`src/core/rpsc_pkg.sv`:
```
// Package: register map, field layout, codes and timing for power state control
package rpsc_pkg;

  // ==========================================================================
  // Register offsets
  localparam logic [7:0] REG_POWER_DOWN  = 8'h09;
  localparam logic [7:0] REG_CLOCK_RATIO = 8'h0A;
  localparam logic [7:0] REG_TX_TERM     = 8'h0B;
  localparam logic [7:0] REG_SWING_EMPH  = 8'h0C;
  localparam logic [7:0] REG_STATUS      = 8'h20;

  // ==========================================================================
  // Field positions and reset values
  localparam int         POWER_DOWN_BIT  = 3;
  localparam int         CLOCK_RATIO_BIT = 1;
  localparam int         TX_TERM_LSB     = 3;
  localparam int         SWING_LSB       = 2;
  localparam int         EMPH_LSB        = 0;
  localparam int         STAT_PD_BIT     = 7;
  localparam int         STAT_SB_BIT     = 6;
  localparam logic [7:0] REG_RESET       = 8'h00;
  localparam logic [5:0] SWING_NOMINAL   = 6'h00;

  // ==========================================================================
  // Codes
  localparam logic [1:0] EMPH_MINUS_2DB  = 2'h1;
  localparam logic [1:0] EMPH_NONE       = 2'h0;
  localparam logic [1:0] TERM_NONE       = 2'h0;
  localparam logic [1:0] TERM_150_300    = 2'h1;
  localparam logic [1:0] TERM_75_150     = 2'h3;
  localparam logic [1:0] STRAP_LOW       = 2'h0;
  localparam logic [1:0] STRAP_FLOAT     = 2'h1;
  localparam logic [1:0] STRAP_HIGH      = 2'h2;
  // Arbitrary serial port device address
  localparam logic [6:0] I2C_DEV_ADDR    = 7'h2A;

  // ==========================================================================
  // Timing
  localparam int         CLK_PERIOD_NS   = 25;
  localparam int         CLK_LOSS_NS     = 1000;
  localparam int         CLK_LOSS_CYCLES = CLK_LOSS_NS / CLK_PERIOD_NS;
  localparam logic [2:0] CLK_VALID_EDGES = 3'h4;

  // ==========================================================================
  // Types
  typedef enum logic [1:0] {
    PS_POWER_DOWN,
    PS_STANDBY,
    PS_NORMAL
  } rpsc_state_t;

  typedef struct packed {
    logic [2:0] data_lanes_in_enable;
    logic       rx_termination_on;
    logic       clock_lane_active;
    logic       data_lanes_out_enable;
    logic       cdr_enable;
    logic       retimer_mode;
    logic       display_control_channel_enable;
    logic       audio_return_path_enable;
  } rpsc_lanes_t;

  typedef struct packed {
    logic [5:0] swing_adjust;
    logic [1:0] emphasis_code_field;
    logic [1:0] tx_term_code;
    logic       pll_high_rate;
  } rpsc_drive_t;

  typedef struct packed {
    logic       wr_strobe;
    logic [7:0] wr_addr;
    logic [7:0] wr_data;
  } rpsc_wr_t;

endpackage

```
`src/core/rpsc_i2c_slave.sv`:
```
// Serial register port slave with auto-incrementing register pointer
`timescale 1ns/1ps

module rpsc_i2c_slave (
  input  wire logic            clock,    // System clock
  input  wire logic            rst_b,    // Async reset, active low
  input  wire logic            port_on,  // Port enabled
  input  wire logic            scl_in,   // Serial clock pin
  input  wire logic            sda_in,   // Serial data pin level
  output logic                 sda_out,  // Serial data drive level
  output logic                 sda_oe,   // Serial data pulls low
  output rpsc_pkg::rpsc_wr_t   wr,       // Register write
  output logic [7:0]           rd_addr,  // Register read pointer
  input  wire logic [7:0]      rd_data   // Register read data
);
  import rpsc_pkg::*;

  typedef enum logic [2:0] {
    SL_IDLE, SL_ADDR, SL_ADDR_ACK, SL_REG, SL_REG_ACK,
    SL_WDATA, SL_WDATA_ACK, SL_RDATA
  } rpsc_sl_state_t;

  typedef struct packed {
    logic [1:0]     scl_sync;
    logic [1:0]     sda_sync;
    logic           scl_d;
    logic           sda_d;
    rpsc_sl_state_t st;
    logic [3:0]     cnt;
    logic [7:0]     shift;
    logic           rw;
    logic [7:0]     ptr;
    logic           oe;
    logic           rd_ack_wait;
    rpsc_wr_t       wr;
  } rpsc_sl_t;

  rpsc_sl_t s;
  rpsc_sl_t next_s;

  always_comb begin
    logic       scl;
    logic       sda;
    logic [7:0] sh;
    scl = s.scl_sync[1];
    sda = s.sda_sync[1];
    sh = s.shift << s.cnt[2:0];
    next_s = s;
    next_s.scl_sync = {s.scl_sync[0], scl_in};
    next_s.sda_sync = {s.sda_sync[0], sda_in};
    next_s.scl_d = scl;
    next_s.sda_d = sda;
    next_s.wr.wr_strobe = 1'b0;
    if (!port_on) begin
      next_s.st = SL_IDLE;
      next_s.oe = 1'b0;
    end else if (scl && s.scl_d && s.sda_d && !sda) begin
      // Start or repeated start
      next_s.st = SL_ADDR;
      next_s.cnt = 4'h0;
      next_s.oe = 1'b0;
      next_s.rd_ack_wait = 1'b0;
    end else if (scl && s.scl_d && !s.sda_d && sda) begin
      next_s.st = SL_IDLE;
      next_s.oe = 1'b0;
    end else if (scl && !s.scl_d) begin
      if (s.rd_ack_wait) begin
        next_s.rd_ack_wait = 1'b0;
        next_s.cnt = 4'h0;
        next_s.shift = rd_data;
        next_s.st = sda ? SL_IDLE : SL_RDATA;
      end else if (s.st == SL_ADDR || s.st == SL_REG
                   || s.st == SL_WDATA || s.st == SL_RDATA) begin
        if (s.st != SL_RDATA) begin
          next_s.shift = {s.shift[6:0], sda};
        end
        next_s.cnt = s.cnt + 4'h1;
      end
    end else if (!scl && s.scl_d) begin
      unique case (s.st)
        SL_IDLE: begin
        end
        SL_ADDR: begin
          if (s.cnt == 4'h8) begin
            if (s.shift[7:1] == I2C_DEV_ADDR) begin
              next_s.oe = 1'b1;
              next_s.rw = s.shift[0];
              next_s.st = SL_ADDR_ACK;
            end else begin
              next_s.st = SL_IDLE;
            end
          end
        end
        SL_ADDR_ACK: begin
          next_s.cnt = 4'h0;
          if (s.rw) begin
            next_s.shift = rd_data;
            next_s.oe = !rd_data[7];
            next_s.st = SL_RDATA;
          end else begin
            next_s.oe = 1'b0;
            next_s.st = SL_REG;
          end
        end
        SL_REG: begin
          if (s.cnt == 4'h8) begin
            next_s.oe = 1'b1;
            next_s.ptr = s.shift;
            next_s.st = SL_REG_ACK;
          end
        end
        SL_REG_ACK, SL_WDATA_ACK: begin
          next_s.oe = 1'b0;
          next_s.cnt = 4'h0;
          next_s.st = SL_WDATA;
          if (s.st == SL_WDATA_ACK) begin
            next_s.ptr = s.ptr + 8'h01;
          end
        end
        SL_WDATA: begin
          if (s.cnt == 4'h8) begin
            next_s.oe = 1'b1;
            next_s.wr.wr_strobe = 1'b1;
            next_s.wr.wr_addr = s.ptr;
            next_s.wr.wr_data = s.shift;
            next_s.st = SL_WDATA_ACK;
          end
        end
        SL_RDATA: begin
          if (s.cnt == 4'h8) begin
            // Release for the master's acknowledge
            next_s.oe = 1'b0;
            next_s.ptr = s.ptr + 8'h01;
            next_s.rd_ack_wait = 1'b1;
          end else if (!s.rd_ack_wait) begin
            next_s.oe = !sh[7];
          end
        end
      endcase
    end
  end

  always_ff @(posedge clock or negedge rst_b) begin
    if (!rst_b) begin
      s <= '{scl_sync: 2'h3, sda_sync: 2'h3, scl_d: 1'b1, sda_d: 1'b1,
             st: SL_IDLE, default: '0};
    end else begin
      s <= next_s;
    end
  end

  assign sda_out = 1'b0;
  assign sda_oe  = s.oe;
  assign wr      = s.wr;
  assign rd_addr = s.ptr;

endmodule // rpsc_i2c_slave

```
`src/core/rpsc_power_state_control.sv`:
```
// Operating-state control: power modes, hot-plug, registers and drive setup
`timescale 1ns/1ps

// Summary of operation
// Enable low: lowest power, power-down with serial port off
// Enable rising edge resets device and registers
// Power-down bit forces power-down
// Sink hot-plug low keeps power-down
// Hot-plug high without clock: standby; with the detector disabled, normal
// Standby: data lanes off, clock lane on
// Hot-plug: enable outputs, recovery per detection
// Source hot-plug follows sink hot-plug always
// Power-down entry clears the registers; a forcing power-down bit stays set
// Source rewrites clock-ratio flag after power-down
// Swing adjust from register bits 7:2
// Emphasis code from register bits 1:0
// Termination code from register bits 4:3
// Emphasis strap low selects minus 2 dB
// Floating termination strap selects automatically
// Power-down: termination on, outputs off
// Valid clock during hot-plug: normal operation
module rpsc_power_state_control (
  input  wire logic          clock,                  // 40 MHz clock
  input  wire logic          rst_b,                  // Async reset, low
  input  wire logic          enable_pin,             // Device enable pin
  input  wire logic          sink_hotplug_in,        // Sink hot-plug
  input  wire logic          link_clock_in,          // Incoming clock lane
  input  wire logic          signal_detect_control,  // Detector enable pin
  input  wire logic          config_by_straps,       // Strap config mode
  input  wire logic          emphasis_select_pin,    // Emphasis strap
  input  wire logic [1:0]    termination_select_pin, // Term strap level
  input  wire logic          scl_in,                 // Serial clock
  input  wire logic          sda_in,                 // Serial data in
  output logic               sda_out,                // Serial data out
  output logic               sda_oe,                 // Serial data enable
  output logic               source_hotplug_out,     // Source hot-plug
  output rpsc_pkg::rpsc_lanes_t lanes,               // Lane controls
  output rpsc_pkg::rpsc_drive_t drive,               // Output drive setup
  output rpsc_pkg::rpsc_state_t power_state,         // Operating state
  output logic               i2c_port_active         // Serial port on
);
  import rpsc_pkg::*;

  typedef struct packed {
    logic [1:0]  en_sync;
    logic [1:0]  hpd_sync;
    logic [1:0]  lclk_sync;
    logic [1:0]  sig_sync;
    logic [1:0]  strap_sync;
    logic [1:0]  emph_sync;
    logic [3:0]  term_sync;
    logic        en_d;
    logic        lclk_d;
    logic [7:0]  gap;
    logic [2:0]  edges;
    rpsc_state_t st;
    logic [7:0]  reg_pd;
    logic [7:0]  reg_ratio;
    logic [7:0]  reg_term;
    logic [7:0]  reg_swing;
    logic        hpd_out;
    rpsc_lanes_t lanes;
    rpsc_drive_t drive;
    logic        port_on;
  } rpsc_top_t;

  rpsc_top_t s;
  rpsc_top_t next_s;
  rpsc_wr_t  wr;
  logic [7:0] rd_addr;
  logic [7:0] rd_data;

  // ==========================================================================
  // Serial register port
  rpsc_i2c_slave u_i2c (
    .clock   (clock),
    .rst_b   (rst_b),
    .port_on (s.port_on),
    .scl_in  (scl_in),
    .sda_in  (sda_in),
    .sda_out (sda_out),
    .sda_oe  (sda_oe),
    .wr      (wr),
    .rd_addr (rd_addr),
    .rd_data (rd_data)
  );

  always_comb begin
    rd_data = REG_RESET;
    unique case (rd_addr)
      REG_POWER_DOWN:  rd_data = s.reg_pd;
      REG_CLOCK_RATIO: rd_data = s.reg_ratio;
      REG_TX_TERM:     rd_data = s.reg_term;
      REG_SWING_EMPH:  rd_data = s.reg_swing;
      REG_STATUS: begin
        rd_data[STAT_PD_BIT] = (s.st == PS_POWER_DOWN);
        rd_data[STAT_SB_BIT] = (s.st == PS_STANDBY);
      end
      default:         rd_data = REG_RESET;
    endcase
  end

  // ==========================================================================
  // State update
  always_comb begin
    logic en;
    logic hpd;
    logic clk_valid;
    logic ratio;
    next_s = s;
    next_s.en_sync    = {s.en_sync[0], enable_pin};
    next_s.hpd_sync   = {s.hpd_sync[0], sink_hotplug_in};
    next_s.lclk_sync  = {s.lclk_sync[0], link_clock_in};
    next_s.sig_sync   = {s.sig_sync[0], signal_detect_control};
    next_s.strap_sync = {s.strap_sync[0], config_by_straps};
    next_s.emph_sync  = {s.emph_sync[0], emphasis_select_pin};
    next_s.term_sync  = {s.term_sync[1:0], termination_select_pin};
    en  = s.en_sync[1];
    hpd = s.hpd_sync[1];
    next_s.en_d   = en;
    next_s.lclk_d = s.lclk_sync[1];
    next_s.hpd_out = hpd;

    // Clock lane detection from sampled edges
    if (s.lclk_sync[1] && !s.lclk_d) begin
      next_s.gap = 8'h00;
      if (s.edges != CLK_VALID_EDGES) begin
        next_s.edges = s.edges + 3'h1;
      end
    end else if (s.gap >= 8'(CLK_LOSS_CYCLES)) begin
      next_s.edges = 3'h0;
    end else begin
      next_s.gap = s.gap + 8'h01;
    end
    clk_valid = (s.edges == CLK_VALID_EDGES);

    // Register writes
    if (wr.wr_strobe) begin
      unique case (wr.wr_addr)
        REG_POWER_DOWN:  next_s.reg_pd    = wr.wr_data;
        REG_CLOCK_RATIO: next_s.reg_ratio = wr.wr_data;
        REG_TX_TERM:     next_s.reg_term  = wr.wr_data;
        REG_SWING_EMPH:  next_s.reg_swing = wr.wr_data;
        default: begin
        end
      endcase
    end

    // Operating state
    if (!en) begin
      next_s.st = PS_POWER_DOWN;
    end else if (next_s.reg_pd[POWER_DOWN_BIT]) begin
      next_s.st = PS_POWER_DOWN;
    end else if (!hpd) begin
      next_s.st = PS_POWER_DOWN;
    end else if (clk_valid || !s.sig_sync[1]) begin
      next_s.st = PS_NORMAL;
    end else begin
      next_s.st = PS_STANDBY;
    end

    // Register clearing; a forcing power-down bit survives its own entry
    if (!en || (en && !s.en_d)) begin
      next_s.reg_pd    = REG_RESET;
      next_s.reg_ratio = REG_RESET;
      next_s.reg_term  = REG_RESET;
      next_s.reg_swing = REG_RESET;
      next_s.edges     = 3'h0;
      next_s.gap       = 8'h00;
    end else if (next_s.st == PS_POWER_DOWN && s.st != PS_POWER_DOWN) begin
      next_s.reg_pd    = next_s.reg_pd & (8'h01 << POWER_DOWN_BIT);
      next_s.reg_ratio = REG_RESET;
      next_s.reg_term  = REG_RESET;
      next_s.reg_swing = REG_RESET;
    end
    next_s.port_on = en;

    // Lane controls per state
    next_s.lanes = '0;
    next_s.lanes.rx_termination_on = 1'b1;
    unique case (next_s.st)
      PS_POWER_DOWN: begin
      end
      PS_STANDBY: begin
        next_s.lanes.clock_lane_active = 1'b1;
        next_s.lanes.display_control_channel_enable = 1'b1;
        next_s.lanes.audio_return_path_enable = 1'b1;
      end
      PS_NORMAL: begin
        next_s.lanes.data_lanes_in_enable = 3'h7;
        next_s.lanes.clock_lane_active = 1'b1;
        next_s.lanes.data_lanes_out_enable = 1'b1;
        next_s.lanes.cdr_enable = clk_valid && s.sig_sync[1];
        next_s.lanes.retimer_mode = clk_valid && s.sig_sync[1];
        next_s.lanes.display_control_channel_enable = 1'b1;
        next_s.lanes.audio_return_path_enable = 1'b1;
      end
    endcase

    // Drive setup from registers or straps
    ratio = next_s.reg_ratio[CLOCK_RATIO_BIT];
    next_s.drive.pll_high_rate = ratio;
    if (s.strap_sync[1]) begin
      next_s.drive.swing_adjust = SWING_NOMINAL;
      next_s.drive.emphasis_code_field =
        s.emph_sync[1] ? EMPH_NONE : EMPH_MINUS_2DB;
      unique case (s.term_sync[3:2])
        STRAP_LOW:  next_s.drive.tx_term_code = TERM_NONE;
        STRAP_HIGH: next_s.drive.tx_term_code = TERM_75_150;
        default:    next_s.drive.tx_term_code =
                      ratio ? TERM_75_150 : TERM_NONE;
      endcase
    end else begin
      next_s.drive.swing_adjust = next_s.reg_swing[SWING_LSB +: 6];
      next_s.drive.emphasis_code_field =
        next_s.reg_swing[EMPH_LSB +: 2];
      next_s.drive.tx_term_code = next_s.reg_term[TX_TERM_LSB +: 2];
    end
  end

  always_ff @(posedge clock or negedge rst_b) begin
    if (!rst_b) begin
      s <= '{st: PS_POWER_DOWN, default: '0};
    end else begin
      s <= next_s;
    end
  end

  assign source_hotplug_out = s.hpd_out;
  assign lanes              = s.lanes;
  assign drive              = s.drive;
  assign power_state        = s.st;
  assign i2c_port_active    = s.port_on;

endmodule // rpsc_power_state_control

```
`config.mk`:
```
export PLATFORM = sky130hd
export DESIGN_NAME = rpsc_power_state_control
export DESIGN_NICKNAME = d
export VERILOG_FILES = /design/src/core/rpsc_pkg.sv /design/src/core/rpsc_i2c_slave.sv /design/src/core/rpsc_power_state_control.sv
export SDC_FILE = /design/constraint.sdc
export NUM_CORES = 1
export LEC_CHECK = 0
export BUFFER_PORTS_ARGS = -buffer_cell sky130_fd_sc_hd__buf_2
export CORE_ASPECT_RATIO = 0.6
export CORE_MARGIN = 2
export CORE_UTILIZATION = 40
export CTS_BUF_LIST = sky130_fd_sc_hd__clkbuf_8
export DETAILED_ROUTE_END_ITERATION = 8
export HOLD_SLACK_MARGIN = 0.02
export PLACE_DENSITY = 0.71
export SLEW_MARGIN = 10
export SYNTH_ARGS = -nofsm -noshare
export SYNTH_HDL_FRONTEND = slang
export SYNTH_SLANG_ARGS = --single-unit
```
`constraint.sdc`:
```
create_clock -name clock -period 2.6 [get_ports clock]
set_input_delay 0.52 -clock clock [delete_from_list [all_inputs] [get_ports clock]]
set_output_delay 0.52 -clock clock [all_outputs]
set_load 0.005 [all_outputs]
```
Word level (Yosys, flattened, before mapping)
Cells that the tools add are included.
Cells by class
  add/subtract/negate cells: 4
  reductions and logical operators: 50
  order comparisons: 1
  shift operators: 1
  eq/ne operators: 58
  bitwise operators: 3
  muxes and demuxes: 76
Operators by type and width (count)
  43-bit two-way mux: 5
  32-bit two-way mux: 3
  17-bit two-way mux: 5
  8-bit two-way mux: 10
  8-bit by 4-bit equality test with 1-bit output (second input constant): 8
  3-bit two-way mux: 12
  5-bit by 1-bit inequality test with 1-bit output (second input constant): 7
  12-bit two-way mux: 2
  6-bit by 3-bit inequality test with 1-bit output (second input constant): 4
  6-bit one-hot mux with 4 select lines: 1
  8-bit one-hot mux with 3 select lines: 1
  8-bit AND reduction: 3
  11-bit two-way mux: 2
  21-bit two-way mux: 1
  10-bit two-way mux: 2
  5-bit by 3-bit inequality test with 1-bit output (second input constant): 4
  18-bit two-way mux: 1
  9-bit by 1-bit inequality test with 1-bit output (second input constant): 2
  8-bit by 1-bit adder with 8-bit output (second input constant): 2
  2-bit two-way mux: 8
  4-bit by 1-bit inequality test with 1-bit output (second input constant): 4
  3-bit equality test (second input constant): 5
  1-bit two-way mux: 15
  15-bit two-way mux: 1
  41 further kinds: 85
Word-level totals
  logic and storage cells: 238
  register bits: 133
  input port bits: 12

Longest topological paths before layout
Gate-level depths: netlist of the first run.
  word-level depth: 14
  depth in mapped cells: 11
  depth with buffers taken out: 10

By module
A second synthesis of the first run with hierarchy kept.
Unflattened totals
  cell total of the unflattened synthesis: 585
  area, all modules: 6287.3 um2
Modules (own cells, without submodules)
  rpsc_power_state_control: area an instance 3514.6 um2, cells an instance 315, instances 1
  rpsc_i2c_slave: area an instance 2772.7 um2, cells an instance 270, instances 1

Worst setup path after synthesis of the first run
OpenSTA, ideal clock, no wires.
  kind: reg2reg
  from: reg u_i2c.s, in the netlist u_i2c.wr[13]
  to: reg s, in the netlist drive[1]
  path buffers: 0
  slack: -0.204 ns
  required time: 2.535 ns
  arrival time: 2.739 ns
  clock period less this slack: 2.804 ns
  stages on the path, launching flop included: 11
  library setup time: 0.065 ns
  cell sequence: dfrtp_1 -> or4_4 -> nor3_1 -> nand3b_1 -> mux2i_1 -> nand4_1 -> ha_1 -> o21ai_0 -> nand3_1 -> o311a_1 -> o21ba_1
RTL lines
  start, declared: line rpsc_i2c_slave.sv:38  | rpsc_sl_t s;
  start signal, assigned: line rpsc_i2c_slave.sv:145  | s <= '{scl_sync: 2'h3, sda_sync: 2'h3, scl_d: 1'b1, sda_d: 1'b1,
  start signal, assigned: line rpsc_i2c_slave.sv:148  | s <= next_s;
  end signal, assigned: line rpsc_power_state_control.sv:225  | s <= next_s;
  end, declared: line rpsc_power_state_control.sv:67  | rpsc_top_t s;

==> impl_results.rst, run 1 <==
.. list-table::
   :header-rows: 1

   * - Metric
     - Value
   * - Clock transition at path regs
     - 80 ps
   * - Number of nets with antenna violations after routing
     - 0
   * - Cell Rows
     - 34
   * - Initial core utilization
     - 41.2%
   * - Switching power of the nets
     - 1.06 mW
   * - Warnings from Yosys
     - 0
   * - Library cell used as clock root buffer
     - sky130_fd_sc_hd__clkbuf_8
   * - Share of the clock period used by the worst path
     - 106%
   * - Buffer levels on the longest clock path
     - 2
   * - WP data arrival
     - 3140 ps
   * - First-pass GRT wire length
     - 24,100 um
   * - Register area share after synthesis
     - 53.1%
   * - Crit path largest cell delay
     - 570 ps
   * - Via-to-Cell Ratio
     - 5.68
   * - Cell internal pwr
     - 3.11 mW
   * - Vias post-DR
     - 4,563
   * - Floorplan Core Area
     - 14,500 sq um
   * - Kind of end point of the critical path
     - flip-flop
   * - All-Layer GR Usage
     - 19.7%
   * - Number of non-filler instances in the completed layout
     - 803
   * - Largest fanout on the critical path
     - 3
   * - Run status
     - finished, violations left
   * - Worst rel slew slack
     - 49.9%
   * - I/O Buffers
     - 37
   * - Layout overhead on the synthesized area
     - 16.1%
   * - Pins Over Slew Limit
     - 0
   * - Number of synthesized flops with an enable pin
     - 0
   * - Sum of buffers and inverters on the critical path
     - 1
   * - Final net count
     - 616
   * - Sw frac
     - 25.5%
   * - Leftover overflow at the end of global routing
     - 0
   * - Total die area
     - 16,000 sq um
   * - Routability-driven placement congestion ratio
     - 0.920
   * - Initial antenna violation count
     - 0
   * - Number of global-route vias before repair
     - 4,428
   * - Family of cells with the greatest summed delay on the critical path
     - simple AND/OR/NAND/NOR gates
   * - First-pass detailed-route iteration total
     - 5
   * - Design area
     - 6960 sq um
   * - Hold Worst Slack
     - 53.8 ps
   * - Largest clock skew in the final design
     - 15.2 ps
   * - Critical path depth in cells
     - 11
   * - Number of sinks handled by clock tree synthesis
     - 127
   * - Kind of start point of the critical path
     - flip-flop
   * - RSZ-0062 raised after global routing
     - yes
   * - Drt wl/cell
     - 19.0 um
   * - Mapped Avg Cell Area
     - 10.9 sq um
   * - H-Tree Depth
     - 4
   * - Worst voltage drop across the vdd grid
     - 0.000302 V
   * - Max stage delay cell, worst path
     - sky130_fd_sc_hd__or4_4
   * - Post-synth top flop
     - sky130_fd_sc_hd__dfrtp_1
   * - Clock Latency Late Sink
     - 440 ps
   * - Count of boundary I/O pins
     - 39
   * - Sequential cell fraction of total power
     - 50.2%
   * - Final Routed Wirelength
     - 15,300 um
   * - Cell Pwr Density
     - 599 nW/um^2
   * - Setup TNS
     - -1340 ps
   * - Mapped Cells
     - 548
   * - Placement Setup Slack
     - -140 ps
   * - Worst reg-to-reg path cell count
     - 11
   * - Setup Crit Path Kind
     - flip-flop to flip-flop
   * - Slack of the critical path
     - -166 ps
   * - Crit-path cells
     - or4_4 > nor3_4 > nand3b_1 > mux2i_2 > buf_4 > nand4_1 > ha_2 > o21ai_2 > nand3_4 > o311a_1 > o21ba_1
   * - Share of flip-flops with an asynchronous set or reset
     - 100%
   * - Data required, critical path
     - 2970 ps
   * - Static leakage power
     - 3.19 nW
   * - Maximum achievable frequency
     - 0.362 GHz
   * - Post-synthesis sequential element count
     - 127
   * - Fillers
     - 1,280
   * - Clock share of power
     - 42.8%
   * - Number of distinct standard cells referenced by the synthesized netlist
     - 65
   * - Remaining design rule violation count
     - 0
   * - TritonCTS clock tree
     - built
   * - Clock buffer count from CTS
     - 17
   * - Number of hold violations in the final report
     - 0
   * - Slew at the pin with the worst max-slew slack
     - 745 ps
   * - Comb power frac
     - 7.0%
   * - Post-DP Area
     - 6350 sq um
   * - Max cap viols
     - 0
   * - Pin count of the biggest net entering global routing
     - 47
   * - Net count after synthesis
     - 572
   * - Initial drt markers
     - 444
   * - Number of diodes added for antenna fixing
     - 0
   * - Total power draw
     - 4.17 mW
   * - Most common library cell in the layout ignoring fill and taps
     - sky130_fd_sc_hd__dfrtp_1
   * - Placed wire-length estimate after detailed placement
     - 10,400 um
   * - Hold crit path type
     - primary input to asynchronous set/reset pin
   * - Top library cells by usage in the layout, fill and taps aside
     - sky130_fd_sc_hd__dfrtp_1, sky130_fd_sc_hd__nand2_1, sky130_fd_sc_hd__nor2_1
   * - Final Util
     - 47.8%
   * - Netlist Area Pre-Place
     - 5990 sq um
   * - Floorplan die height
     - 98.8 um
   * - CTS hold repair buffers
     - 0
   * - Placed cell count
     - 757
   * - Horiz. Die Dim
     - 162 um
   * - Tmin final
     - 2770 ps
   * - Layout cell share with drive strength beyond 1
     - 25.6%
   * - Violated checks
     - setup timing
   * - Number of failing setup endpoints in the final timing report
     - 24
[Yosys cell counts (all sizes together), types with 6 or more instances]
library cell	count	share of area, %
dfrtp	121	51
a32oi	7	1.0
a21oi	22	1.8
nand3	11	0.92
o21ai	26	2.2
buf	29	3.7
mux2i	32	5.3
nand2	48	3.0
nor2	44	2.8
nand2b	10	1.0
dfstp	6	2.6
nand4	6	0.63
clkbuf	16	1.0
a22o	8	1.2
ha	12	2.5
a22oi	8	1.0
mux2	24	4.5
nor3	12	1.0
inv	17	1.1
[worst reg2reg max path, stage by stage (launching register included)]
cell and delay (ps):
sky130_fd_sc_hd__dfrtp_1 390, sky130_fd_sc_hd__or4_4 570, sky130_fd_sc_hd__nor3_4 160, sky130_fd_sc_hd__nand3b_1 160, sky130_fd_sc_hd__mux2i_2 220, sky130_fd_sc_hd__buf_4 140
sky130_fd_sc_hd__nand4_1 90, sky130_fd_sc_hd__ha_2 200, sky130_fd_sc_hd__o21ai_2 70, sky130_fd_sc_hd__nand3_4 130, sky130_fd_sc_hd__o311a_1 360, sky130_fd_sc_hd__o21ba_1 220
[cell families (layout without fill, tap and decap cells)]
| kind of cell | count (synthesis) | count (layout) | share of synthesized area [%] |
|---|---|---|---|
| other | 2 | 2 | 0.125 |
| flip-flops | 127 | 127 | 53.1 |
| XOR/XNOR | 5 | 5 | 0.731 |
| multiplexers | 57 | 57 | 10.2 |
| AND/OR/NAND/NOR | 172 | 172 | 14.8 |
| buffers and inverters | 63 | 120 | 5.87 |
| adder cells (fa/ha/maj) | 12 | 12 | 2.50 |
| AO/OA/AOI/OAI | 110 | 110 | 12.6 |
[path summary, 6_finish.rpt]
| check | from | end | slack (ps) |
|---|---|---|---|
| max in group asynchronous | rst_b | u_i2c.s[34] | 1910 |
| min in group clock | termination_select_pin[1] | next_s[73] | 190 |
| min reg2reg | next_s[77] | s[77] | 350 |
| min | rst_b | s[68] | 50 |
| max reg2reg | u_i2c.wr[13] | drive[2] | -170 |
| max | u_i2c.wr[13] | drive[2] | -170 |
[power by group through the flow]
stage / clock network (mW) / registers (mW) / logic, mW
finish: 1.78 / 2.09 / 0.293
global route: 1.92 / 2.10 / 0.325
detailed placement: 0 / 2.13 / 0.272
floorplan: 0 / 2.10 / 0.174
CTS: 1.81 / 2.09 / 0.278
global placement: 0 / 2.12 / 0.264
[layer usage]
metal / wire [um] / GRT usage (%) / vias up
li1: - / - / 2027
met1: 7090 / 29.3 / 2294
met2: 6530 / 27.7 / 228
met3: 1520 / 6.36 / 14
met4: 140 / 5.38 / 0
met5: 0 / 0 / -
[sequential cells by signal, summed over array words and instances, names as in the netlist]
name                flops
drive                  10
i2c_port_active         1
lanes                   4
next_s                 11
power_state             2
s                      49
source_hotplug_out      1
u_i2c.next_s            4
u_i2c.rd_addr           8
u_i2c.s                19
u_i2c.sda_oe            1
u_i2c.wr               17
[what timing repair did]
action / 4_1_cts / 5_1_grt
gates cloned: 0 / 1
endpoints found under the hold margin: 0 / 0
gates resized for setup: 5 / 12
buffers inserted: 13 / 4
endpoints found under the setup margin: 16 / 43
pin swaps: 1 / 3
[final cells by class]
| type | instances | area, sq um | share of cell area [%] |
|---|---|---|---|
| inverters | 17 | 63.8 | 0.917 |
| clock buffers | 18 | 248 | 3.56 |
| repair buffers | 71 | 510 | 7.34 |
| well taps | 198 | 248 | 3.56 |
| flip-flops and latches | 127 | 3190 | 45.8 |
| clock inverters | 14 | 168 | 2.41 |
| multi-input cells | 358 | 2540 | 36.4 |
(Power assumes the default switching activity.)
==> inputs of run 2 (changes only) <==
--- a/config.mk
+++ b/config.mk
@@ -13,6 +13,7 @@
 export DETAILED_ROUTE_END_ITERATION = 8
 export HOLD_SLACK_MARGIN = 0.02
 export PLACE_DENSITY = 0.71
+export SKIP_CTS_REPAIR_TIMING = 1
 export SLEW_MARGIN = 10
 export SYNTH_ARGS = -nofsm -noshare
 export SYNTH_HDL_FRONTEND = slang
==> run 2 against run 1 <==
- the flow still finishes with violations (setup timing)
- combinational power shrank 5%
- count of clock-buffer cells in the layout unchanged
- first-iteration DRC count decreased by 2.7%
- routed wire length fell by 4.2%
- clock skew fell by 1.6 ps
- non-clock buffer count down 10
- clock power about the same
- register-to-register slack gained 110 ps
- design area shrank 2.0%
- worst setup slack improved by 110 ps
==> impl_results.rst, run 2 (synthesis results as in run 1) <==
.. list-table::
   :header-rows: 1

   * - Metric
     - Value
   * - Run status
     - finished, violations left (unchanged)
   * - Violated checks
     - setup timing (unchanged)
   * - Remaining design rule violation count
     - 0 (unchanged)
   * - Largest clock skew in the final design
     - 13.6 ps (was 15.2 ps)
   * - Most common library cell in the layout ignoring fill and taps
     - sky130_fd_sc_hd__dfrtp_1 (unchanged)
   * - I/O Buffers
     - 37 (unchanged)
   * - Floorplan die height
     - 98.8 um (unchanged)
   * - Pins Over Slew Limit
     - 0 (unchanged)
   * - Final net count
     - 606 (was 616)
   * - Clock share of power
     - 42.9% (was 42.8%)
   * - Initial core utilization
     - 41.2% (unchanged)
   * - Number of global-route vias before repair
     - 4,319 (was 4,428)
   * - Kind of start point of the critical path
     - flip-flop (unchanged)
   * - Sw frac
     - 25.3% (was 25.5%)
   * - Worst voltage drop across the vdd grid
     - 0.000307 V (was 0.000302 V)
   * - Setup TNS
     - -120 ps (was -1340 ps)
   * - Cell Pwr Density
     - 608 nW/um^2 (was 599 nW/um^2)
   * - Number of hold violations in the final report
     - 0 (unchanged)
   * - Maximum achievable frequency
     - 0.377 GHz (was 0.362 GHz)
   * - Total power draw
     - 4.15 mW (was 4.17 mW)
   * - Tmin final
     - 2650 ps (was 2770 ps)
   * - Layout overhead on the synthesized area
     - 13.8% (was 16.1%)
   * - Static leakage power
     - 3.13 nW (was 3.19 nW)
   * - Fillers
     - 1,304 (was 1,280)
   * - Via-to-Cell Ratio
     - 5.64 (was 5.68)
   * - Drt wl/cell
     - 18.5 um (was 19.0 um)
   * - Met1 Routed Length
     - 6860 um (was 7090 um)
   * - First-pass GRT wire length
     - 23,600 um (was 24,100 um)
   * - Sum of buffers and inverters on the critical path
     - 0 (was 1)
   * - Setup Crit Path Kind
     - flip-flop to flip-flop (unchanged)
   * - Total die area
     - 16,000 sq um (unchanged)
   * - Worst reg-to-reg setup slack
     - -50 ps (was -170 ps)
   * - Final Routed Wirelength
     - 14,600 um (was 15,300 um)
   * - Top reg by flops
     - s (unchanged)
   * - Critical path depth in cells
     - 10 (was 11)
   * - CP startpoint
     - u_i2c.wr[13] (unchanged)
   * - Vias post-DR
     - 4,475 (was 4,563)
   * - Placed wire-length estimate after detailed placement
     - 10,400 um (unchanged)
   * - Initial drt markers
     - 432 (was 444)
   * - Layout cell share with drive strength beyond 1
     - 23.0% (was 25.6%)
   * - Floorplan Core Area
     - 14,500 sq um (unchanged)
   * - Top library cells by usage in the layout, fill and taps aside
     - sky130_fd_sc_hd__dfrtp_1, sky130_fd_sc_hd__nand2_1, sky130_fd_sc_hd__nor2_1 (unchanged)
   * - Routability-driven placement congestion ratio
     - 0.920 (unchanged)
   * - Largest fanout on the critical path
     - 3 (unchanged)
   * - Final Util
     - 46.9% (was 47.8%)
   * - Top routing layer in use
     - met4 (unchanged)
   * - Number of diodes added for antenna fixing
     - 0 (unchanged)
   * - Max stage delay cell, worst path
     - sky130_fd_sc_hd__or4_4 (unchanged)
   * - Family of cells with the greatest summed delay on the critical path
     - simple AND/OR/NAND/NOR gates (unchanged)
   * - Reg-to-Reg End
     - drive[2] (unchanged)
   * - Design area
     - 6820 sq um (was 6960 sq um)
   * - Sequential cell fraction of total power
     - 50.5% (was 50.2%)
   * - Number of failing setup endpoints in the final timing report
     - 3 (was 24)
   * - Worst reg-to-reg path cell count
     - 10 (was 11)
   * - Count of boundary I/O pins
     - 39 (unchanged)
   * - Initial antenna violation count
     - 0 (unchanged)
   * - Comb power frac
     - 6.7% (was 7.0%)
   * - Slack of the critical path
     - -54.5 ps (was -166 ps)
   * - RSZ-0062 raised after global routing
     - yes (unchanged)
   * - Library cell used as clock root buffer
     - sky130_fd_sc_hd__clkbuf_8 (unchanged)
   * - Clock Latency Late Sink
     - 440 ps (about the same)
   * - TritonCTS clock tree
     - built (unchanged)
   * - Timing endpoint of the critical path
     - drive[2] (unchanged)
   * - Worst rel slew slack
     - 49.7% (was 49.9%)
   * - Data required, critical path
     - 2970 ps (about the same)
   * - Buffer levels on the longest clock path
     - 2 (unchanged)
   * - Number of flip-flops under the largest register name
     - 49 (unchanged)
   * - Leftover overflow at the end of global routing
     - 0 (unchanged)
   * - Met3 layer wire length in the routed design
     - 1460 um (was 1520 um)
   * - Clock buffer count from CTS
     - 17 (unchanged)
   * - WP data arrival
     - 3020 ps (was 3140 ps)
   * - All-Layer GR Usage
     - 19.3% (was 19.7%)
   * - Placement Setup Slack
     - -140 ps (unchanged)
   * - First-pass detailed-route iteration total
     - 5 (unchanged)
   * - Number of sinks handled by clock tree synthesis
     - 127 (unchanged)
   * - H-Tree Depth
     - 4 (unchanged)
   * - Slew at the pin with the worst max-slew slack
     - 749 ps (was 745 ps)
   * - Share of the clock period used by the worst path
     - 102% (was 106%)
   * - Pin count of the biggest net entering global routing
     - 47 (unchanged)
   * - Cell Rows
     - 34 (unchanged)
   * - Post-DP Area
     - 6350 sq um (unchanged)
   * - Met2 layer wire length in the routed design
     - 6180 um (was 6530 um)
   * - Crit-path cells
     - or4_4 > nor3_4 > nand3b_1 > mux2i_2 > nand4_1 > ha_2 > o21ai_2 > nand3_2 > o311a_1 > o21ba_1 (was or4_4 > nor3_4 > nand3b_1 > mux2i_2 > buf_4 > nand4_1 > ha_2 > o21ai_2 > nand3_4 > o311a_1 > o21ba_1)
   * - Switching power of the nets
     - 1.05 mW (was 1.06 mW)
   * - Clock transition at path regs
     - 80 ps (about the same)
   * - Horiz. Die Dim
     - 162 um (unchanged)
   * - Max cap viols
     - 0 (unchanged)
   * - Cell internal pwr
     - 3.10 mW (was 3.11 mW)
   * - Critical register-to-register path startpoint
     - u_i2c.wr[13] (unchanged)
   * - Crit path largest cell delay
     - 560 ps (was 570 ps)
   * - Number of nets with antenna violations after routing
     - 0 (unchanged)
   * - Hold crit path type
     - primary input to asynchronous set/reset pin (unchanged)
   * - Kind of end point of the critical path
     - flip-flop (unchanged)
run 2: stage by stage:
step | hold slack (ps) | cells
3_5_place_dp | 341 | 757
6_report | 51.0 | 793
4_1_cts | 48.9 | 789
3_3_place_gp | 334 | 757
5_1_grt | 63.0 | 793
2_1_floorplan | 224 | 548
run 2: metal layers:
metal	global-route usage (%)	up-vias
met4	5.24	0
met1	29.1	2237
met5	0	-
met3	6.14	16
li1	-	2011
met2	26.5	211
run 2: worst register-to-register path, stage by stage, from the launching register on:
cell                       delay (ps)
sky130_fd_sc_hd__dfrtp_1          380
sky130_fd_sc_hd__or4_4            560
sky130_fd_sc_hd__nor3_4           150
sky130_fd_sc_hd__nand3b_1         140
sky130_fd_sc_hd__mux2i_2          250
sky130_fd_sc_hd__nand4_1          150
sky130_fd_sc_hd__ha_2             220
sky130_fd_sc_hd__o21ai_2           60
sky130_fd_sc_hd__nand3_2          110
sky130_fd_sc_hd__o311a_1          350
sky130_fd_sc_hd__o21ba_1          230
run 2: how the worst min path moves through the flow:
stage / end / slack (ps) / depth (start not counted)
final: s[68] / 50 / 1
after global routing: next_s[81] / 60 / 1
after CTS: next_s[68] / 50 / 1
after detailed placement: s[75] / 340 / 0
after global placement: s[75] / 330 / 0
after floorplan: drive[10] / 220 / 0
run 2: power by group through the flow:
stage	clock, mW	sequential [mW]	combinational [mW]
floorplan	0	2.10	0.174
global placement	0	2.12	0.264
detailed placement	0	2.13	0.272
CTS	1.81	2.09	0.273
global route	1.91	2.10	0.310
finish	1.78	2.09	0.277
run 2: layout make-up:
cell class                 count  area, sq um  area share (%)
sequential                   127         3190            46.7
multi-input combinational    358         2500            36.6
timing repair buffer          61          409            6.00
clock buffer                  18          248            3.63
tap                          198          248            3.63
clock inverter                14          168            2.46
inverter                      17         63.8           0.936
